$ cat config.mk
export PLATFORM = sky130hd
export DESIGN_NAME = stf_transition_filters
export DESIGN_NICKNAME = d
export VERILOG_FILES = /design/src/pkg/stf_pkg.sv /design/src/logic/stf_transition_filters.sv
export SDC_FILE = /design/constraint.sdc
export NUM_CORES = 1
export LEC_CHECK = 0
export BUFFER_PORTS_ARGS = -buffer_cell sky130_fd_sc_hd__buf_2
export CAP_MARGIN = 10
export CORE_ASPECT_RATIO = 1.2
export CORE_MARGIN = 3
export CORE_UTILIZATION = 55
export DETAILED_ROUTE_END_ITERATION = 6
export PLACE_DENSITY = 0.72
export SLEW_MARGIN = 15
export SYNTH_ARGS = -nofsm -noshare
export SYNTH_HDL_FRONTEND = slang
export SYNTH_SLANG_ARGS = --single-unit
$ cat constraint.sdc
create_clock -name clk -period 1.9 [get_ports clk]
set_clock_uncertainty 0.2 [all_clocks]
set_input_delay 0 -clock clk [delete_from_list [all_inputs] [get_ports clk]]
set_output_delay 0 -clock clk [all_outputs]
set_load 0.02 [all_outputs]
$ cat src/pkg/stf_pkg.sv
// Package for the status transition filter bank
package stf_pkg;
  // ----------------------------------------
  // Widths and group selection
  // ----------------------------------------
  localparam int STF_WIDTH = 16;
  localparam logic [1:0] STF_GRP_OPERATION = 2'h0;
  localparam logic [1:0] STF_GRP_TRIGGER = 2'h1;
  localparam logic [1:0] STF_GRP_ARM = 2'h2;
  localparam logic [1:0] STF_GRP_SEQUENCE = 2'h3;
  localparam logic [2:0] STF_REG_RISE = 3'h0;
  localparam logic [2:0] STF_REG_FALL = 3'h1;
  localparam logic [2:0] STF_REG_EVENT = 3'h2;
  localparam logic [2:0] STF_REG_COND = 3'h3;
  localparam logic [15:0] STF_RESET_VALUE = 16'h0000;

  // ----------------------------------------
  // Valid bit masks of each group
  // ----------------------------------------
  // Operation: idle b10, calculating b9, arm b6, trigger b5, settling b1, calibrating b0
  localparam logic [15:0] STF_MASK_OPERATION = 16'h0663;
  localparam logic [15:0] STF_MASK_TRIGGER = 16'h0002;
  localparam logic [15:0] STF_MASK_ARM = 16'h0002;
  localparam logic [15:0] STF_MASK_SEQUENCE = 16'h0006;
  localparam int STF_OP_CALIBRATING = 0;
  localparam int STF_OP_SETTLING = 1;
  localparam int STF_OP_TRIGGER_LAYER = 5;
  localparam int STF_OP_ARM_LAYER = 6;
  localparam int STF_OP_CALCULATING = 9;
  localparam int STF_OP_IDLE = 10;
  localparam int STF_TRIG_SEQUENCE_ONE = 1;
  localparam int STF_ARM_SEQUENCE_ONE = 1;
  localparam int STF_SEQ_ARM_LAYER_ONE = 1;
  localparam int STF_SEQ_ARM_LAYER_TWO = 2;

  // ----------------------------------------
  // Types
  // ----------------------------------------
  typedef struct packed {
    logic [15:0] riseEnable;
    logic [15:0] fallEnable;
    logic [15:0] condPrev;
    logic [15:0] eventBits;
  } stf_group_t;

  typedef struct packed {
    logic calibrating;
    logic settling;
    logic triggerLayer;
    logic armLayer;
    logic calculating;
    logic idle;
    logic trigSequenceOne;
    logic armSequenceOne;
    logic armLayerOne;
    logic armLayerTwo;
  } stf_cond_t;

  typedef struct packed {
    logic write;
    logic read;
    logic clearEvents;
    logic preset;
    logic [1:0] group;
    logic [2:0] register;
    logic [15:0] data;
  } stf_req_t;

  typedef struct packed {
    stf_group_t [3:0] groups;
    logic readValid;
    logic [15:0] readData;
  } stf_state_t;
endpackage : stf_pkg

$ cat src/logic/stf_transition_filters.sv
// Transition filters for operation, trigger, arm and sequence event groups
`timescale 1ns/10ps
// Contract
// RULE1: Operation bits: idle10 calc9 arm6 trig5 set1 cal0
// RULE2: Rise enable one passes, zero blocks
// RULE3: Fall enable one passes, zero blocks
// RULE4: Trigger bit1: sequence one waits trigger
// RULE5: Arm bit1: sequence one in arm
// RULE6: Sequence bit1: arm layer one entered
// RULE7: Sequence bit2: arm layer two entered
// RULE8: Values are binary weight sums
// RULE9: Rise is zero to one versus previous
// RULE10: Fall is one to zero versus previous
// RULE11: Operation conditions rise at listed points
// RULE12: Event bits stick until software clears
module stf_transition_filters
  import stf_pkg::*;
#(
  parameter int WIDTH = STF_WIDTH
)
(
  // Clock and reset
  input wire logic clk,
  input wire logic reset,
  // Condition inputs
  input wire stf_cond_t cond,
  // Command port
  input wire stf_req_t req,
  // Read answer
  output logic readValid,
  output logic [WIDTH-1:0] readData,
  // Event registers
  output logic [WIDTH-1:0] operationEvents,
  output logic [WIDTH-1:0] triggerEvents,
  output logic [WIDTH-1:0] armEvents,
  output logic [WIDTH-1:0] sequenceEvents
);

  // ----------------------------------------
  // Condition vectors
  // ----------------------------------------
  stf_state_t state;
  stf_state_t next_state;
  logic [3:0][15:0] condNow;
  logic [3:0][15:0] groupMask;

  always_comb
  begin
    condNow = '0;
    // RULE1: operation bit map
    // RULE11: operation rise points
    condNow[STF_GRP_OPERATION][STF_OP_CALIBRATING] = cond.calibrating;
    condNow[STF_GRP_OPERATION][STF_OP_SETTLING] = cond.settling;
    condNow[STF_GRP_OPERATION][STF_OP_TRIGGER_LAYER] = cond.triggerLayer;
    condNow[STF_GRP_OPERATION][STF_OP_ARM_LAYER] = cond.armLayer;
    condNow[STF_GRP_OPERATION][STF_OP_CALCULATING] = cond.calculating;
    condNow[STF_GRP_OPERATION][STF_OP_IDLE] = cond.idle;
    // RULE4: trigger sequence one
    condNow[STF_GRP_TRIGGER][STF_TRIG_SEQUENCE_ONE] = cond.trigSequenceOne;
    // RULE5: arm sequence one
    condNow[STF_GRP_ARM][STF_ARM_SEQUENCE_ONE] = cond.armSequenceOne;
    // RULE6: arm layer one
    condNow[STF_GRP_SEQUENCE][STF_SEQ_ARM_LAYER_ONE] = cond.armLayerOne;
    // RULE7: arm layer two
    condNow[STF_GRP_SEQUENCE][STF_SEQ_ARM_LAYER_TWO] = cond.armLayerTwo;
  end

  always_comb
  begin
    groupMask[STF_GRP_OPERATION] = STF_MASK_OPERATION;
    groupMask[STF_GRP_TRIGGER] = STF_MASK_TRIGGER;
    groupMask[STF_GRP_ARM] = STF_MASK_ARM;
    groupMask[STF_GRP_SEQUENCE] = STF_MASK_SEQUENCE;
  end

  // ----------------------------------------
  // Per-group filter logic
  // ----------------------------------------
  logic [3:0][15:0] riseSeen;
  logic [3:0][15:0] fallSeen;
  logic [3:0][15:0] eventSet;

  genvar g;
  generate
    for (g = 0; g < 4; g++)
    begin : gen_group
      // RULE9: rise against previous
      assign riseSeen[g] = condNow[g] & ~state.groups[g].condPrev;
      // RULE10: fall against previous
      assign fallSeen[g] = ~condNow[g] & state.groups[g].condPrev;
      // RULE2: rise enable gate
      // RULE3: fall enable gate
      assign eventSet[g] = ((riseSeen[g] & state.groups[g].riseEnable) |
                            (fallSeen[g] & state.groups[g].fallEnable)) & groupMask[g];
    end
  endgenerate

  // ----------------------------------------
  // Next state
  // ----------------------------------------
  always_comb
  begin
    next_state = state;
    next_state.readValid = 1'b0;
    for (int i = 0; i < 4; i++)
    begin
      next_state.groups[i].condPrev = condNow[i];
      if (req.preset)
      begin
        next_state.groups[i].riseEnable = STF_RESET_VALUE;
        next_state.groups[i].fallEnable = STF_RESET_VALUE;
      end
      if (req.clearEvents)
      begin
        next_state.groups[i].eventBits = STF_RESET_VALUE;
      end
    end
    // RULE8: weighted value write
    if (req.write && !req.preset)
    begin
      if (req.register == STF_REG_RISE)
      begin
        next_state.groups[req.group].riseEnable = req.data & groupMask[req.group];
      end
      else if (req.register == STF_REG_FALL)
      begin
        next_state.groups[req.group].fallEnable = req.data & groupMask[req.group];
      end
      else if (req.register == STF_REG_EVENT)
      begin
        next_state.groups[req.group].eventBits = state.groups[req.group].eventBits & ~req.data;
      end
    end
    // RULE12: sticky set beats clear
    for (int i = 0; i < 4; i++)
    begin
      next_state.groups[i].eventBits = next_state.groups[i].eventBits | eventSet[i];
    end
    if (req.read)
    begin
      next_state.readValid = 1'b1;
      case (req.register)
        STF_REG_RISE: next_state.readData = state.groups[req.group].riseEnable;
        STF_REG_FALL: next_state.readData = state.groups[req.group].fallEnable;
        STF_REG_EVENT: next_state.readData = state.groups[req.group].eventBits;
        STF_REG_COND: next_state.readData = condNow[req.group];
        default: next_state.readData = STF_RESET_VALUE;
      endcase
    end
  end

  always_ff @(posedge clk)
  begin
    if (reset)
    begin
      state <= '0;
    end
    else
    begin
      state <= next_state;
    end
  end

  // ----------------------------------------
  // Outputs
  // ----------------------------------------
  assign readValid = state.readValid;
  assign readData = state.readData;
  assign operationEvents = state.groups[STF_GRP_OPERATION].eventBits;
  assign triggerEvents = state.groups[STF_GRP_TRIGGER].eventBits;
  assign armEvents = state.groups[STF_GRP_ARM].eventBits;
  assign sequenceEvents = state.groups[STF_GRP_SEQUENCE].eventBits;

endmodule : stf_transition_filters

==> reports/summary.md, run 1 <==
The run finished with clean final reports. Entering global routing, the biggest net connects 91 pins. The per-cell routed wire length came out at 19.4 um. The final routed DRC violation total is 0, and the area enclosed by the die boundary is 19100 um^2. The worst hold path was traced through 5 stages.

The tools report the required time reported for the critical path endpoint as 2.13 ns. STA classifies the critical path endpoint as a flop. Type of the setup path with the least slack: reg2reg. The design draws 9.39 mW. The number of clock sinks is 219, and the floorplan die height is 151 um.

The worst path meets setup with 0.0705 ns of slack. When the netlist entered floorplanning its net count stood at 1040. The number of endpoints failing setup at the final stage was 0. Excluding fillers, the count of instances in the completed layout stands at 1323.

The count of port buffers added during placement was 117; the fraction of the cycle the final worst path needs was 96.3%. After synthesis, the mean cell area works out to 9.59 um^2. The tightest min-delay check is of the in2reg type. 0 antenna diodes ended up in the layout. The clock input transition at the sequential cells of the worst setup and hold paths is 0.06 ns.

Once detail routing completed, the nets flagged for antenna violations numbered 0. For the maximum buffer depth of the clock tree, the log shows 3. The cell depth of the worst flop-to-flop path was 5.

Counting flops with a built-in enable in the synthesized netlist gives 0. The detailed-routing iteration count for the pre-antenna-repair pass was 5. Setup repair after global routing left no endpoint under its margin. Headroom to the max-slew limit came out at 32.9%.

The library cell used most frequently in the layout, excluding fill and tap cells, is dfxtp_1. For the worst setup path, the data arrival time is 2.06 ns. The count of distinct cell types in the synthesized netlist is 50, and the worst hold slack after final layout is 0.0254 ns. In this run the core area contains 52 standard-cell rows. From left edge to right edge, the die measures 127 um. Multiplexer cells account for 12.6% of the synthesized area. Across every metal layer, demand over resource in global routing totals 26.1%. For this run, the number of Yosys warnings is 0.

Once placement completed, the tool counted placed cells totaling 1237. The combinational group share of total power is 6.2%, and the pin slew with the least headroom to its limit is 1.01 ns. The minimum setup slack after placement came out at -0.177 ns. The number of hold-slack violations in the final timing report is 0, and the switching power share of the total is 22.1%. After synthesis, the share of flip-flops with an asynchronous set or reset is 0%. After floorplanning, the core was sized to cover 17000 um^2. The first global-routing pass estimated 40200 um of wire. The post-DP HPWL is 17600 um.

The fraction of the mapped netlist area in compound gates is 10.2%. After synthesis, the largest family of logic cells by area is simple AND/OR/NAND/NOR gates. TritonCTS created 22 clock buffers. Summed over all nets, the switching power comes to 2.07 mW. The maximum fanout count along the critical path is 4, and the worst ir drop on vdd is 0.551 mV. Summed over all layers, the routed wires come to 25700 um. The run gives 1003 as the number of instances in the synthesized netlist. STA classifies the critical path startpoint as a flop. Final period demand of the worst path: 1.83 ns.

The global placer's final weighted congestion was 0.937. The tools report the via count of the first global-routing pass as 7431. The aggregate global routing overflow is 0, and the number of storage elements in the synthesis netlist is 219. After Yosys synthesis, and, or, nand and nor cells account for 21.3% of the synthesized area. For this run, the top clock speed supported by timing is 547 MHz. The cell area that synthesis handed to floorplanning was 9620 um^2. Dividing the detail-routed via count by the number of cells gives 5.76. The clock reaches the later pin of the worst-skew pair after 0.50 ns. Sequential power share: 49.1%.

The logs give 7.32 mW for the internal power consumption and 45.6% for the share of synthesized area occupied by flip-flops and latches. For this configuration, the core starts out at a cell density of 56.7%. In the final layout, the share of cells above drive strength 1 is 23.1%. The tools report the clock tree root buffer cell as clkbuf_16.

Across the run, the number of max-cap violations was 0. The tools report the via total after detailed routing as 7623. Of the total synthesized cell area, the portion taken by XOR and XNOR cells is 0%. Most frequently used flop master after synthesis: dfxtp_1. The run gives 0 as the number of antenna violations at the first check in global routing. The boundary pin count is 118. Compared with the post-synthesis result, the final layout area differs by 15.6%. For the leakage component of the power, the log shows 4.54 nW. Of the total power, the clock network draws 44.7%. After Yosys synthesis, full adders, half adders and majority gates account for 0% of the synthesized area. The post-route core utilization is 65.5%, and the number of levels in the clock H-tree is 1. For this block, the initial DRC count from the detailed router was 636.

The number of max-slew violations in the final report was 0; the post-layout net count was 1129. In the layout the commonest cells are dfxtp_1, buf_2, nor2_1. Power spread over the standard cell area amounts to 845 nW/um^2.

TritonCTS built the clock tree.
-- layout make-up --
cell class / instances / area (um^2)
clock buffer: 35 / 651
clock inverter: 4 / 45.0
fill: 1367 / 5860
inverter: 11 / 41.3
multi-input combinational: 627 / 4250
sequential: 219 / 4380
tap: 216 / 270
timing repair buffer: 211 / 1480
-- logic make-up (layout without fill, tap and decap cells) --
| group | after synthesis | after routing |
|---|---|---|
| AO/OA/AOI/OAI | 156 | 156 |
| buffers and inverters | 157 | 261 |
| flip-flops | 219 | 219 |
| multiplexers | 84 | 84 |
| AND/OR/NAND/NOR | 387 | 387 |
-- timing repair --
item                                    4_1_cts  5_1_grt
endpoints found under the setup margin        0       13
hold buffers                                 46        0
buffers inserted                              0        1
endpoints found under the hold margin       106        0
gates resized for setup                       0        3
-- routing by layer --
metal | routed length, um | vias to the layer above | global-route usage (%)
li1 | - | 3579 | -
met1 | 10900 | 3658 | 34.7
met2 | 12200 | 339 | 43.5
met3 | 1780 | 47 | 4.09
met4 | 708 | 0 | 8.80
met5 | 0 | - | 0
-- cells in the mapped netlist (11+ instances only) --
| library cell | count | area share [%] |
|---|---|---|
| a21oi_1 | 41 | 2.1 |
| a22oi_1 | 14 | 1.1 |
| a31oi_1 | 59 | 3.8 |
| and2_1 | 110 | 7.2 |
| buf_2 | 11 | 0.57 |
| buf_4 | 88 | 6.9 |
| clkbuf_1 | 36 | 1.4 |
| dfxtp_1 | 219 | 46 |
| mux2_2 | 13 | 1.5 |
| mux2i_1 | 43 | 4.5 |
| mux4_2 | 28 | 6.6 |
| nand2_1 | 54 | 2.1 |
| nand2b_1 | 14 | 0.91 |
| nand3_1 | 50 | 2.6 |
| nand3b_1 | 13 | 1.0 |
| nor2_1 | 111 | 4.3 |
| nor2b_1 | 11 | 0.72 |
| o22ai_1 | 13 | 0.85 |
-- critical path, stage by stage (launching register included) --
cell,delay (ns)
dfxtp_1,0.42
mux2i_1,0.13
a22oi_1,0.21
nand3_1,0.12
a31oi_1,0.14
dlygate4sd3_1,0.56
-- sequential cells by signal, indices dropped and copies added, names as in the netlist --
| register | count |
|---|---|
| armEvents | 16 |
| readValid | 1 |
| state | 138 |
| sequenceEvents | 16 |
| operationEvents | 16 |
| triggerEvents | 16 |
| readData | 16 |
-- worst paths after layout --
check	end	slack (ns)	from
max	readData[13]	0.07	operationEvents[13]
min	armEvents[0]	0.03	req[16]
max reg2reg	readData[13]	0.07	operationEvents[13]
min reg2reg	state[250]	0.25	state[250]
-- power groups by stage --
| stage | clock [mW] | sequential [mW] | combinational, mW |
|---|---|---|---|
| after floorplan | 0 | 4.72 | 0.310 |
| after global placement | 0 | 4.72 | 0.496 |
| after detailed placement | 0 | 4.72 | 0.498 |
| after CTS | 4.24 | 4.61 | 0.569 |
| after global routing | 4.43 | 4.61 | 0.615 |
| final | 4.20 | 4.61 | 0.580 |
-- through the flow --
stage	area, um^2	TNS (ns)
2_1_floorplan	9620	0
3_3_place_gp	9930	-0.0277
3_5_place_dp	9930	-0.399
4_1_cts	11100	0
5_1_grt	11100	0
6_report	11100	0
Power figures use the tool's default switching activity.
==> run 2, diff against run 1 <==
Settings changed: BUFFER_PORTS_ARGS -buffer_cell sky130_fd_sc_hd__buf_2 to unset, DONT_BUFFER_PORTS set to 1, MAX_ROUTING_LAYER set to met4, PLACE_DENSITY 0.72 to 0.66.
==> reports/summary.md, run 2 (synthesized netlist as in run 1, its figures left out) <==
The run finished, with violations left. The final reports fail on hold timing. After filler insertion, the fill cell instance count of the layout stands at 1281. For this run, design rule violations remaining after detail routing come to 0. The startpoint identified for the worst register-to-register timing path is state[254]. The critical path depth in cells was 4; the final period demand of the worst path was 1.86 ns. Across the whole layout, storage elements account for 4390 um^2. At the later pin of the worst-skew pair, clock insertion delay measures 0.51 ns. At the end of routability-driven placement, the weighted congestion stood at 0.900.

The number of buffers and inverters on the critical path came out at 1. TritonCTS built the clock tree. The number of levels in the clock H-tree came out at 1.

Power comes to 9.34 mW. Setup violations remaining at the end of the flow were counted as 0. The wire length of the first global-routing pass is 42200 um. The fraction of the cycle the final worst path needs came out at 98.0%. The total negative slack for setup checks was 0 ns. The synthesis-to-layout area growth was 17.6%.

The type of the setup path with the least slack is reg2reg. The critical path capture point was readData[13]. Counting cells, the worst reg-to-reg path comes to 4.

The repair_antennas step left the layout with diodes totalling 0. The pin slew with the least headroom to its limit was 1.03 ns; the post-layout net count was 1091. In this run the vertical extent of the chip is 151 um. For the worst setup path, the data arrival time is 2.05 ns. Once the floorplan was initialized, standard cells occupied 56.7% of the core. The areal power density over the cells came out at 825 nW/um^2.

The count of port buffers added during placement was 0; the maximum fanout count along the critical path was 2. The run gives 28.5% as the overall fraction of global-route tracks in use. The tree is rooted in a clkbuf_16. Measured against its own limit, the worst slew margin works out to 31.0%.

The floorplan step defined a core boundary enclosing 17000 um^2. The pin count of the biggest net entering global routing is 81. The antenna violation net count after detailed routing came out at 0. The clock passes through at most 3 buffers. Derived from the worst setup path, the maximum achievable clock frequency is 537 MHz.

After detailed routing, the number of vias per cell comes to 6.00. Detailed placement ended at an HPWL of 17000 um. Biggest cell delay along the critical path: 0.55 ns. The slowest cell on the critical path was dlygate4sd3_1.

Tracing the worst setup path back leads to its startpoint at state[254]. For the worst hold slack after final layout, the log shows -0.401 ns. Prior to clock tree synthesis, the placed netlist has a worst setup slack of 0.116 ns.

The worst setup path is launched from a flop. Critical path capture point type: a flop. Data on the critical path is required at its endpoint by 2.08 ns. The number of DRC violations after detailed-routing iteration 0 is 872. CTS saw 219 sinks. The min-delay analysis places its worst path in the category in2reg. The area enclosed by the die boundary is 19100 um^2. The worst-case IR drop observed on VDD is 0.951 mV. The number of max-slew violations in the final report was 0.

The run gives 23 as the number of CTS-inserted buffers. The site row count is 52. Traced cell by cell, the critical path runs through mux4_2 > nand4b_1 > dlygate4sd3_1 > a31oi_1. The clock input transition at the sequential cells of the worst setup and hold paths was 0.06 ns.

Global routing finished with a remaining overflow of 0. The number of maximum-capacitance constraint violations was 0; the fraction of final layout cells with drive strength greater than 1 was 16.6%. The tools report the number of antenna violations at the first check in global routing as 0. Kind of cell adding the most delay to the critical path: buffers and inverters. For the number of hold-slack violations in the final timing report, the log shows 73. Detailed-routing iteration count for the pre-antenna-repair pass: 5. In the layout the commonest cells are dfxtp_1, nor2_1, and2_1. The logs give 0.04 ns for the register-to-register path setup slack and 4.44 nW for the leakage component of the power. The run gives 118 as the boundary pin count. The via count of the first global-routing pass is 7539. The library cell used most frequently in the layout, excluding fill and tap cells, is dfxtp_1.

For this block, the via count after detailed routing is 7697. The per-cell routed wire length was 21.2 um; the final critical-path setup slack was 0.0372 ns. Wires add up to 27200 um. The register with the most flip-flops in the layout has 138 of them. The register with the most flip-flops in the final layout is state. In this run the horizontal extent of the chip is 127 um. In this run the critical register-to-register path is captured at readData[13]. In the final layout, the multi-input gates occupy 4290 um^2.

For this run, the share of the core covered by cells in the final layout is 66.6%.
run 2: changes by cell type in the layout (fill, tap and decap cells not counted), moves of 4 or more:
| cell | before | now |
|---|---|---|
| buf_12 | 5 | 1 |
| buf_2 | 115 | 0 |
| buf_4 | 45 | 71 |
| clkbuf_1 | 9 | 5 |
| dlygate4sd3_1 | 45 | 92 |
run 2: per-stage QoR:
stage / instance area [um^2] / instances
final: 11300 / 1283
after global routing: 11300 / 1283
after CTS: 11200 / 1282
after detailed placement: 9480 / 1145
after global placement: 9480 / 1145
after floorplan: 9620 / 1003
run 2: timing repair:
item / CTS / global route
endpoints found under the setup margin: 0 / 34
hold buffers: 99 / 3
buffers inserted: 0 / 1
gates resized for setup: 0 / 16
endpoints found under the hold margin: 164 / 72
run 2: area by class of cell:
class | count | share of cell area [%]
Sequential cell | 219 | 38.8
Multi-Input combinational cell | 627 | 37.9
Inverter | 11 | 0.365
Clock inverter | 4 | 0.277
Timing Repair Buffer | 172 | 14.3
Tap cell | 216 | 2.39
Clock buffer | 34 | 5.98
run 2: power by group:
part           switching [mW]  total (mW)  internal, mW
clock                    1.76        4.22          2.46
combinational           0.272       0.497         0.225
sequential             0.0127        4.62          4.61
run 2: worst min-delay path by stage:
stage	start	endpoint	slack (ns)	depth (start not counted)
floorplan	req[23]	readValid	-0.07	1
global placement	reset	state[38]	-0.11	1
detailed placement	reset	state[38]	-0.11	1
CTS	req[20]	triggerEvents[0]	-0.43	3
global route	req[20]	triggerEvents[6]	-0.42	3
finish	cond[8]	operationEvents[1]	-0.40	3
run 2: worst reg2reg max path, delay by kind of cell (launching register included):
kind            cells  cell delay [ns]
compound gates      1             0.07
buf+inv             1             0.55
flops               1             0.31
mux                 1             0.50
simple gates        1             0.12
run 2: metal layers:
metal / up-vias / track usage, % / wire length (um)
met5: - / - / 0
met4: 0 / 11.7 / 1240
met3: 93 / 4.90 / 2340
met2: 411 / 46.2 / 13000
met1: 3681 / 35.5 / 10600
li1: 3512 / - / -
